## config.mk

```make
export PLATFORM = sky130hd
export DESIGN_NAME = scm_faults
export DESIGN_NICKNAME = d
export VERILOG_FILES = /design/src/pkg/scm_pkg.sv /design/src/verilog/scm_timer.sv /design/src/verilog/scm_faults.sv
export SDC_FILE = /design/constraint.sdc
export NUM_CORES = 2
export LEC_CHECK = 0
export BUFFER_PORTS_ARGS = -buffer_cell sky130_fd_sc_hd__buf_2
export CORE_MARGIN = 3
export CORE_UTILIZATION = 55
export DETAILED_ROUTE_END_ITERATION = 16
export GPL_ROUTABILITY_DRIVEN = 0
export PLACE_DENSITY = 0.73
export RECOVER_POWER = 25
export SKIP_LAST_GASP = 1
export SLEW_MARGIN = 20
export SYNTH_ARGS = -nofsm -noshare
export SYNTH_HDL_FRONTEND = slang
export SYNTH_SLANG_ARGS = --single-unit
```

## constraint.sdc

```tcl
create_clock -name core_clk_i -period 16.74 [get_ports core_clk_i]
set_input_delay 1.674 -clock core_clk_i [delete_from_list [all_inputs] [get_ports core_clk_i]]
set_output_delay 1.674 -clock core_clk_i [all_outputs]
set_load 0.01 [all_outputs]
```

## src/pkg/scm_pkg.sv

```systemverilog
// Shared constants and types for the signal conflict monitor fault logic
package scm_pkg;

  localparam int CH_NUM   = 18;
  localparam int CLK_KHZ  = 25000;
  localparam int TMR_W    = 26;
  localparam int VRMS_W   = 8;

  // Fault timings in ms, nominal figures
  localparam int RF_ON_MS   = 1350;
  localparam int RF_OFF_MS  = 850;
  localparam int WD_ON_MS   = 1000;
  localparam int WD_OFF_MS  = 1500;
  localparam int BO_ON_MS   = 400;
  localparam int BO_OFF_MS  = 80;

  localparam int RF_ON_CYC  = RF_ON_MS * CLK_KHZ;
  localparam int RF_OFF_CYC = RF_OFF_MS * CLK_KHZ;
  localparam int WD_ON_CYC  = WD_ON_MS * CLK_KHZ;
  localparam int WD_OFF_CYC = WD_OFF_MS * CLK_KHZ;
  localparam int BO_ON_CYC  = BO_ON_MS * CLK_KHZ;
  localparam int BO_OFF_CYC = BO_OFF_MS * CLK_KHZ;

  // Line voltage thresholds in Vrms
  localparam logic [VRMS_W-1:0] VRMS_DROP_BO  = 8'h62;
  localparam logic [VRMS_W-1:0] VRMS_REST_BO  = 8'h67;
  localparam logic [VRMS_W-1:0] VRMS_DROP_STD = 8'h5C;
  localparam logic [VRMS_W-1:0] VRMS_REST_STD = 8'h62;

  typedef enum logic [1:0] {
    ST_LINE_OK  = 2'b00,
    ST_LINE_LOW = 2'b01,
    ST_BROWNOUT = 2'b10
  } scm_line_t;

endpackage : scm_pkg

```

## src/verilog/scm_timer.sv

```systemverilog
// Saturating timeout counter that runs while enabled
`timescale 1ns/10ps
`default_nettype none
module scm_timer
  import scm_pkg::*;
#(
  parameter int W = TMR_W
) (
  input  wire logic         core_clk_i,
  input  wire logic         srst_i,
  input  wire logic         run_i,
  input  wire logic [W-1:0] limit_i,
  output logic              expired_o
);

  logic [W-1:0] cnt_q;
  logic [W-1:0] cnt_d;
  logic         exp_q;
  logic         exp_d;

  always_comb begin
    if (!run_i) begin
      cnt_d = '0;
    end else if (cnt_q >= limit_i) begin
      cnt_d = cnt_q;
    end else begin
      cnt_d = cnt_q + W'(1);
    end
    exp_d = run_i && (cnt_d >= limit_i);
  end

  always_ff @(posedge core_clk_i) begin
    if (srst_i) begin
      cnt_q <= '0;
      exp_q <= 1'b0;
    end else begin
      cnt_q <= cnt_d;
      exp_q <= exp_d;
    end
  end

  assign expired_o = exp_q;

endmodule : scm_timer
`default_nettype wire

```

## src/verilog/scm_faults.sv

```systemverilog
// Fault supervision, latching and indication for an 18-channel conflict monitor
//
// How it works
// Eighteen channels, each with qualified green, yellow and red inputs.
// Missing card forces fault until card present and reset arrives.
// Conflict records active channels; other channel faults record failed channels.
// Fault marks and captured channel status freeze until reset.
// Separate indicators for power, DC, watchdog, conflict, red, dual, clearance, card, diag.
// Red, yellow, green status output per channel, fifty-four in all.
// Red-fail timeout 1350 ms with switch on, 850 ms off.
// Watchdog timeout 1.0 s with switch on, 1.5 s off.
// Brown-out qualification 400 ms with option, 80 ms without.
// Option selects dropout/restore 98/103 Vrms, else 92/98 Vrms.
// Latch option off: watchdog fault cleared by any power event.
// Latch option on: watchdog fault kept until explicit reset.
// Relay-common input active when high; polarity jumper inverts it.
// Fault mode holds until front-panel or remote reset.
// Red-fail monitoring needs red enable, no special function, relay-common inactive.
// Inputs are qualified levels; timeouts counted in system clock cycles.
`timescale 1ns/10ps
`default_nettype none
module scm_faults
  import scm_pkg::*;
#(
  parameter int              N_CH       = CH_NUM,
  parameter logic [TMR_W-1:0] P_RF_ON   = TMR_W'(RF_ON_CYC),
  parameter logic [TMR_W-1:0] P_RF_OFF  = TMR_W'(RF_OFF_CYC),
  parameter logic [TMR_W-1:0] P_WD_ON   = TMR_W'(WD_ON_CYC),
  parameter logic [TMR_W-1:0] P_WD_OFF  = TMR_W'(WD_OFF_CYC),
  parameter logic [TMR_W-1:0] P_BO_ON   = TMR_W'(BO_ON_CYC),
  parameter logic [TMR_W-1:0] P_BO_OFF  = TMR_W'(BO_OFF_CYC)
) (
  input  wire logic              core_clk_i,
  input  wire logic              srst_i,
  input  wire logic [N_CH-1:0]   ch_grn_i,
  input  wire logic [N_CH-1:0]   ch_yel_i,
  input  wire logic [N_CH-1:0]   ch_red_i,
  input  wire logic [N_CH-1:0]   rf_ch_en_i,
  input  wire logic              card_present_i,
  input  wire logic              panel_reset_i,
  input  wire logic              remote_reset_i,
  input  wire logic              red_enable_i,
  input  wire logic              special_func1_i,
  input  wire logic              special_func2_i,
  input  wire logic              relay_common_input_i,
  input  wire logic              polarity_jumper_i,
  input  wire logic              rf_timing_sw_i,
  input  wire logic              wd_timing_sw_i,
  input  wire logic              brownout_opt_i,
  input  wire logic              wd_latch_opt_i,
  input  wire logic [VRMS_W-1:0] line_vrms_i,
  input  wire logic              wd_pulse_i,
  input  wire logic              conflict_i,
  input  wire logic [N_CH-1:0]   dual_fail_i,
  input  wire logic [N_CH-1:0]   clear_fail_i,
  input  wire logic              dc_fail_i,
  input  wire logic              diag_fail_i,
  output logic                   fault_mode_o,
  output logic                   ac_power_ind_o,
  output logic                   dc_supply_fault_indicator_o,
  output logic                   watchdog_timeout_indicator_o,
  output logic                   conflict_ind_o,
  output logic                   red_fail_ind_o,
  output logic                   dual_ind_o,
  output logic                   clearance_ind_o,
  output logic                   card_ajar_indicator_o,
  output logic                   diag_fail_ind_o,
  output logic [N_CH-1:0]        ch_red_ind_o,
  output logic [N_CH-1:0]        ch_yel_ind_o,
  output logic [N_CH-1:0]        ch_grn_ind_o,
  output logic [N_CH-1:0]        ch_fault_mark_o
);

  function automatic logic [TMR_W-1:0] sel_cyc(input logic sw,
                                               input logic [TMR_W-1:0] on_v,
                                               input logic [TMR_W-1:0] off_v);
    sel_cyc = sw ? on_v : off_v;
  endfunction : sel_cyc

  ////////////////////////////////////////////////////////////////////////////
  // Qualifiers and timers

  logic            ee_active;
  logic            rf_mon;
  logic            rst_cmd;
  logic [N_CH-1:0] rf_exp;
  logic            wd_exp;
  logic            bo_exp;
  logic            wd_prev_q;
  logic            line_low;
  logic            line_high;
  scm_line_t       bo_q;
  scm_line_t       bo_d;

  assign ee_active = relay_common_input_i ^ polarity_jumper_i;
  assign rf_mon    = red_enable_i && !special_func1_i && !special_func2_i
                     && !ee_active;
  assign rst_cmd   = panel_reset_i || remote_reset_i;
  assign line_low  = line_vrms_i < (brownout_opt_i ? VRMS_DROP_BO : VRMS_DROP_STD);
  assign line_high = line_vrms_i >= (brownout_opt_i ? VRMS_REST_BO : VRMS_REST_STD);

  for (genvar i = 0; i < N_CH; i++) begin : g_rf
    scm_timer u_rf (
      .core_clk_i (core_clk_i),
      .srst_i     (srst_i),
      .run_i      (rf_mon && rf_ch_en_i[i]
                   && !(ch_grn_i[i] || ch_yel_i[i] || ch_red_i[i])),
      .limit_i    (sel_cyc(rf_timing_sw_i, P_RF_ON, P_RF_OFF)),
      .expired_o  (rf_exp[i])
    );
  end

  // Watchdog restarts on each change of the controller pulse
  scm_timer u_wd (
    .core_clk_i (core_clk_i),
    .srst_i     (srst_i),
    .run_i      ((wd_pulse_i == wd_prev_q) && (bo_q != ST_BROWNOUT)),
    .limit_i    (sel_cyc(wd_timing_sw_i, P_WD_ON, P_WD_OFF)),
    .expired_o  (wd_exp)
  );

  scm_timer u_bo (
    .core_clk_i (core_clk_i),
    .srst_i     (srst_i),
    .run_i      ((bo_q == ST_LINE_LOW) && line_low),
    .limit_i    (sel_cyc(brownout_opt_i, P_BO_ON, P_BO_OFF)),
    .expired_o  (bo_exp)
  );

  ////////////////////////////////////////////////////////////////////////////
  // Line supervision

  always_comb begin
    case (bo_q)
      ST_LINE_OK:  bo_d = line_low ? ST_LINE_LOW : ST_LINE_OK;
      ST_LINE_LOW: bo_d = !line_low ? ST_LINE_OK :
                          (bo_exp ? ST_BROWNOUT : ST_LINE_LOW);
      ST_BROWNOUT: bo_d = line_high ? ST_LINE_OK : ST_BROWNOUT;
      default:     bo_d = ST_LINE_OK;
    endcase
  end

  always_ff @(posedge core_clk_i) begin
    if (srst_i) begin
      bo_q      <= ST_LINE_OK;
      wd_prev_q <= 1'b0;
    end else begin
      bo_q      <= bo_d;
      wd_prev_q <= wd_pulse_i;
    end
  end

  ////////////////////////////////////////////////////////////////////////////
  // Fault latches; a new event wins over a reset in the same cycle

  logic            conf_q, rf_q, dual_q, clr_q, card_q, wd_q, dc_q, diag_q, ac_q;
  logic            conf_d, rf_d, dual_d, clr_d, card_d, wd_d, dc_d, diag_d, ac_d;
  logic            fault_q;
  logic            event_any;
  logic [N_CH-1:0] fail_vec;
  logic [N_CH-1:0] mark_q, mark_d;
  logic [N_CH-1:0] cr_q, cy_q, cg_q;
  logic [N_CH-1:0] cr_d, cy_d, cg_d;

  assign fail_vec  = rf_exp | dual_fail_i | clear_fail_i;
  assign event_any = conflict_i || (|fail_vec) || !card_present_i || wd_exp
                     || dc_fail_i || diag_fail_i;

  always_comb begin
    conf_d = conflict_i       || (conf_q && !rst_cmd);
    rf_d   = (|rf_exp)        || (rf_q   && !rst_cmd);
    dual_d = (|dual_fail_i)   || (dual_q && !rst_cmd);
    clr_d  = (|clear_fail_i)  || (clr_q  && !rst_cmd);
    dc_d   = dc_fail_i        || (dc_q   && !rst_cmd);
    diag_d = diag_fail_i      || (diag_q && !rst_cmd);
    card_d = !card_present_i  || (card_q && !rst_cmd);
    wd_d   = wd_exp || (wd_q && !rst_cmd
                        && (wd_latch_opt_i || bo_q != ST_BROWNOUT));
    ac_d   = bo_d != ST_BROWNOUT;
    // Capture follows live inputs until the first fault, then freezes
    if (fault_q) begin
      mark_d = mark_q;
      cr_d   = cr_q;
      cy_d   = cy_q;
      cg_d   = cg_q;
    end else begin
      cr_d   = ch_red_i;
      cy_d   = ch_yel_i;
      cg_d   = ch_grn_i;
      if (conflict_i) begin
        mark_d = ch_grn_i | ch_yel_i | ch_red_i;
      end else begin
        mark_d = fail_vec;
      end
    end
  end

  always_ff @(posedge core_clk_i) begin
    if (srst_i) begin
      conf_q  <= 1'b0;
      rf_q    <= 1'b0;
      dual_q  <= 1'b0;
      clr_q   <= 1'b0;
      dc_q    <= 1'b0;
      diag_q  <= 1'b0;
      card_q  <= 1'b0;
      wd_q    <= 1'b0;
      ac_q    <= 1'b1;
      fault_q <= 1'b0;
      mark_q  <= '0;
      cr_q    <= '0;
      cy_q    <= '0;
      cg_q    <= '0;
    end else begin
      conf_q  <= conf_d;
      rf_q    <= rf_d;
      dual_q  <= dual_d;
      clr_q   <= clr_d;
      dc_q    <= dc_d;
      diag_q  <= diag_d;
      card_q  <= card_d;
      wd_q    <= wd_d;
      ac_q    <= ac_d;
      fault_q <= conf_d || rf_d || dual_d || clr_d || dc_d || diag_d
                 || card_d || wd_d;
      mark_q  <= mark_d;
      cr_q    <= cr_d;
      cy_q    <= cy_d;
      cg_q    <= cg_d;
    end
  end

  assign fault_mode_o                 = fault_q;
  assign ac_power_ind_o               = ac_q;
  assign dc_supply_fault_indicator_o  = dc_q;
  assign watchdog_timeout_indicator_o = wd_q;
  assign conflict_ind_o               = conf_q;
  assign red_fail_ind_o               = rf_q;
  assign dual_ind_o                   = dual_q;
  assign clearance_ind_o              = clr_q;
  assign card_ajar_indicator_o        = card_q;
  assign diag_fail_ind_o              = diag_q;
  assign ch_red_ind_o                 = cr_q;
  assign ch_yel_ind_o                 = cy_q;
  assign ch_grn_ind_o                 = cg_q;
  assign ch_fault_mark_o              = mark_q;

  ////////////////////////////////////////////////////////////////////////////
  // Checks

  AST_CARD_SET: assert property (@(posedge core_clk_i) disable iff (srst_i)
    !card_present_i |=> card_ajar_indicator_o && fault_mode_o)
    else $error("card absence did not force fault mode");

  AST_CARD_HOLD: assert property (@(posedge core_clk_i) disable iff (srst_i)
    (card_ajar_indicator_o && !rst_cmd) |=> card_ajar_indicator_o)
    else $error("card fault cleared without reset");

  AST_MARK_CONF: assert property (@(posedge core_clk_i) disable iff (srst_i)
    (!fault_mode_o && conflict_i)
      |=> ch_fault_mark_o == ($past(ch_grn_i) | $past(ch_yel_i) | $past(ch_red_i)))
    else $error("conflict did not record active channels");

  AST_FREEZE: assert property (@(posedge core_clk_i) disable iff (srst_i)
    (fault_mode_o && !rst_cmd) |=> $stable(ch_red_ind_o) && $stable(ch_fault_mark_o))
    else $error("captured status changed during fault mode");

  AST_DC_IND: assert property (@(posedge core_clk_i) disable iff (srst_i)
    $rose(dc_fail_i) |=> dc_supply_fault_indicator_o && fault_mode_o)
    else $error("dc fault indicator not raised");

  AST_RF_LATCH: assert property (@(posedge core_clk_i) disable iff (srst_i)
    (|rf_exp) |=> red_fail_ind_o)
    else $error("red fail expiry not latched");

  AST_RF_GATE: assert property (@(posedge core_clk_i) disable iff (srst_i)
    !rf_mon |=> rf_exp == '0)
    else $error("red fail timing ran while monitoring disabled");

  AST_BO_ABORT: assert property (@(posedge core_clk_i) disable iff (srst_i)
    (bo_q == ST_LINE_LOW && !line_low) |=> bo_q == ST_LINE_OK && ac_power_ind_o)
    else $error("brief dip not abandoned");

  AST_DROP: assert property (@(posedge core_clk_i) disable iff (srst_i)
    (bo_q == ST_LINE_OK && brownout_opt_i && line_vrms_i < VRMS_DROP_BO)
      |=> bo_q == ST_LINE_LOW)
    else $error("dropout threshold not applied");

  AST_WD_UNLATCH: assert property (@(posedge core_clk_i) disable iff (srst_i)
    (!wd_latch_opt_i && bo_q == ST_BROWNOUT && !wd_exp) |=> !watchdog_timeout_indicator_o)
    else $error("watchdog fault survived a power event");

  AST_WD_LATCH: assert property (@(posedge core_clk_i) disable iff (srst_i)
    (wd_latch_opt_i && watchdog_timeout_indicator_o && !rst_cmd)
      |=> watchdog_timeout_indicator_o)
    else $error("latched watchdog fault cleared without reset");

  AST_RESET: assert property (@(posedge core_clk_i) disable iff (srst_i)
    (rst_cmd && !event_any && !(|rf_exp) && !wd_exp) |=> !fault_mode_o)
    else $error("reset did not clear fault mode");

endmodule : scm_faults
`default_nettype wire

```

==> flow_metrics.env <==
export IMPL_critical_path_required_ns=17.18
export IMPL_drt_iter0_markers=2303
export IMPL_stdcell_count=5956
export IMPL_clk_pin_slew_worst_paths_ns=0.06
export IMPL_dieArea_mm2=0.0745
export IMPL_drc=0
export IMPL_slowest_stage="clkbuf_1"
export IMPL_synth_edff_count=0
export IMPL_crit_fanout=120
export IMPL_setup_tns_ns=0
export IMPL_cts_max_level=3
export IMPL_wire_per_inst_um=16.3
export IMPL_detail_route_antenna_nets=0
export IMPL_syn_inst=4822
export IMPL_grt_pass1_vias=32900
export IMPL_hold_slack_ns=0.456
export IMPL_critical_path_buf_inv_count=2
export IMPL_crit_top_cell="clkbuf_1"
export IMPL_crit_chain="clkbuf_1, clkbuf_1, nand2b_1, o32ai_1"
export IMPL_maxSlewHeadroom_pct=-282
export IMPL_multi_input_area_mm2=0.0256
export IMPL_hp_class="reg2reg"
export IMPL_fin_area_mm2=0.0435
export IMPL_finalCriticalPeriod_ns=9.21
export IMPL_synth_main_ff_cell="dfxtp_1"
export IMPL_drv_slew=288
export IMPL_place_ws_ns=9.31
export IMPL_ctsHoldBuffers=0
export IMPL_ys_top_cells_by_area="dfxtp_1 (32%), ha_1 (13%), nor2_1 (8.0%), xor2_1 (6.4%), xnor2_1 (4.6%)"
export IMPL_rsz0062_at_grt="false"
export IMPL_rows=97
export IMPL_overflow=0
export IMPL_peakVddDrop_mv=0.0730
export IMPL_hpwl_um=68000
export IMPL_postCtsSetupRepairBufs=0
export IMPL_status="finished, violations left"
export IMPL_dp_cells=5822
export IMPL_cap_violations=4
export IMPL_cts_root_buf="clkbuf_16"
export IMPL_worst_pin_slew_ns=5.73
export IMPL_fillers=6238
export IMPL_cp_top_family="buffers and inverters"
export IMPL_port_buffers=215
export IMPL_drive_gt1_share_pct=6.86
export IMPL_grt_pass1_wl_um=161000
export IMPL_core_area_mm2=0.0703
export IMPL_cts_repair_resize_count=0
export IMPL_synth_net_count=5352
export IMPL_first_pass_iters=6
export IMPL_period_share_pct=55.0
export IMPL_crit_cells=4
export IMPL_critPathMaxStageDelay_ns=4.16
export IMPL_final_nets=5488
export IMPL_avgSynthCellArea_um2=8.13
export IMPL_cts_tree="built"
export IMPL_ys_seq_area_share_pct=31.9
export IMPL_clk_latency_ns=0.62
export IMPL_synth_cell_types=82
export IMPL_start_kind="input port"
export IMPL_synthesis_area_mm2=0.0392
export IMPL_clock_skew_ns=0.0200
export IMPL_finalSetupViolCount=0
export IMPL_min_path_cells=2
export IMPL_io_pins=216
export IMPL_initial_core_util_pct=55.8
export IMPL_ys_ff_latch=625
export IMPL_cts_max_path_buffers=3
export IMPL_p_leak_nw=16.4
export IMPL_area_growth_pct=11.0
export IMPL_drt_wl_total_um=97200
export IMPL_antenna_found_initial=4
export IMPL_critical_path_class="in2reg"
export IMPL_end_kind="register"
export IMPL_synth_top_cell_by_area="dfxtp_1"
export IMPL_grt_max_degree=121
export IMPL_yosysWarningCount=0
export IMPL_synthArstFlopShare_pct=0
export IMPL_max_freq_mhz=109
export IMPL_powerDensity_mw_per_mm2=77.5
export IMPL_cts_sinks=625
export IMPL_finalHoldViolCount=0
export IMPL_reg2reg_depth=17
export IMPL_finalWorstSetupSlack_ns=7.53
export IMPL_synth_top_cell_area_share_pct=31.9
export IMPL_die_w_um=273
export IMPL_crit_arrival_ns=9.66
export IMPL_via_count=34800
export IMPL_cts_made_buffers=74
export IMPL_grt_usage_pct=25.3
export IMPL_register_area_mm2=0.0125
export IMPL_vias_per_cell=5.84
export IMPL_dieHeight_um=273
export IMPL_violations="capacitance limit, slew limit"
export IMPL_postPlaceCellArea_mm2=0.0410
-- synthesized netlist by cell type (10+ instances only) --
master,number
a31o_2,16
a31oi_1,46
nand2b_1,43
nor2b_1,29
a21o_1,30
and4_1,44
and4b_1,19
or4_1,19
or3_1,41
and2_1,42
xor2_1,285
nand2_1,292
o21a_1,18
o2111ai_1,16
ha_1,396
o21ai_0,93
nand3_1,270
a211oi_1,43
nor3_1,234
xnor2_1,204
clkbuf_1,171
buf_1,11
a221oi_1,10
a21oi_1,150
nor2_1,840
a211o_1,22
mux2i_1,74
or2_2,27
nor4_1,83
and3_1,128
nand4b_1,27
o22ai_1,11
a41oi_1,12
o211ai_1,22
o31ai_1,12
nand4_1,150
nor3b_1,12
nand3b_1,10
dfxtp_1,625
inv_1,126
-- worst reg2reg max path, cell delays in order (launching register included) --
cell	delay, ns
dfxtp_1	0.41
ha_1	0.27
a211o_1	0.29
a21oi_1	0.14
o21ai_0	0.13
a211oi_1	0.93
nand2_1	0.40
nor3_1	0.36
nand4_1	0.16
xor2_1	0.19
nor2_1	0.07
ha_1	0.34
nand4_1	0.11
or3_1	0.31
or3_1	0.31
o221ai_1	0.21
a221oi_1	0.11
o22ai_1	0.12
-- layout by cell type (no fill, tap or decap), types with 26 or more instances in the layout --
cell type  Yosys  final
nand4b_1      27     27
mux2i_1       74     74
nand3_1      270    270
a31oi_1       46     46
xnor2_1      204    204
nor2_1       840    840
or3_1         41     41
or2_2         27     26
and4_1        44     44
clkbuf_16      0     79
xor2_1       285    285
nor4_1        83     81
nor2b_1       29     29
a21o_1        30     30
and3_1       128    128
nand2_1      292    292
and2_1        42     42
nand4_1      150    150
o21ai_0       93     93
ha_1         396    396
dfxtp_1      625    625
buf_4          0     27
nor3_1       234    234
clkbuf_1     171     97
nand2b_1      43     43
inv_1        126    125
buf_2          1    132
a211oi_1      43     43
a21oi_1      150    150
-- sequential cells by signal, indices dropped and copies added (netlist names), 18 cells and up --
| register | count |
|---|---|
| ch_fault_mark_o | 18 |
| ch_grn_ind_o | 18 |
| ch_red_ind_o | 18 |
| ch_yel_ind_o | 18 |
| g_rf.u_rf.cnt_q | 468 |
| g_rf.u_rf.expired_o | 18 |
| u_bo.cnt_q | 26 |
| u_wd.cnt_q | 26 |
-- logic make-up (layout without fill, tap and decap cells) --
family / after synthesis / count (layout) / share of synthesized area [%]
xor+xnor: 489 / 489 / 10.9
fa+ha+maj: 396 / 396 / 12.6
simple gates: 2334 / 2334 / 29.4
other cells: 0 / 2 / 0
flops: 625 / 625 / 31.9
buf+inv: 310 / 502 / 2.99
mux: 77 / 77 / 1.98
compound gates: 591 / 591 / 10.2
-- per-stage QoR --
stage	utilization, %	power, mW
floorplan	-	1.63
global placement	58.4	1.69
detailed placement	58.4	1.70
CTS	62.1	3.41
global route	61.9	3.49
finish	61.9	3.37
-- per-layer routing --
layer,vias up,routed length (µm),GRT usage (%)
li1,17500,-,-
met3,142,5850,4.56
met5,-,0,0
met1,16300,45500,34.4
met2,798,43500,41.3
met4,0,2320,6.84
-- power by group --
part / internal, mW / switching [mW]
Clock: 1.06 / 0.646
Combinational: 0.0556 / 0.0996
Sequential: 1.50 / 0.0107
-- layout make-up --
cell class / instances / area share [%]
Timing Repair Buffer: 244 / 2.73
Inverter: 126 / 1.10
Tap cell: 940 / 2.70
Sequential cell: 625 / 28.7
Clock inverter: 19 / 0.650
Clock buffer: 113 / 5.32
Multi-Input combinational cell: 3887 / 58.7
Antenna cell: 2 / 0.0115
-- worst paths after layout --
path | endpoint | slack, ns | from
max | g_rf[5].u_rf.expired_o$_SDFF_PP0_ | 7.53 | srst_i
max reg2reg | g_rf[15].u_rf.expired_o$_SDFF_PP0_ | 11.79 | g_rf[15].u_rf.cnt_q[15]$_SDFF_PP0_
min reg2reg | u_bo.cnt_q[25]$_SDFF_PP0_ | 0.46 | u_bo.cnt_q[25]$_SDFF_PP0_
min | u_bo.cnt_q[25]$_SDFF_PP0_ | 0.46 | u_bo.cnt_q[25]$_SDFF_PP0_
No activity file was read; power rests on OpenSTA's default activity.
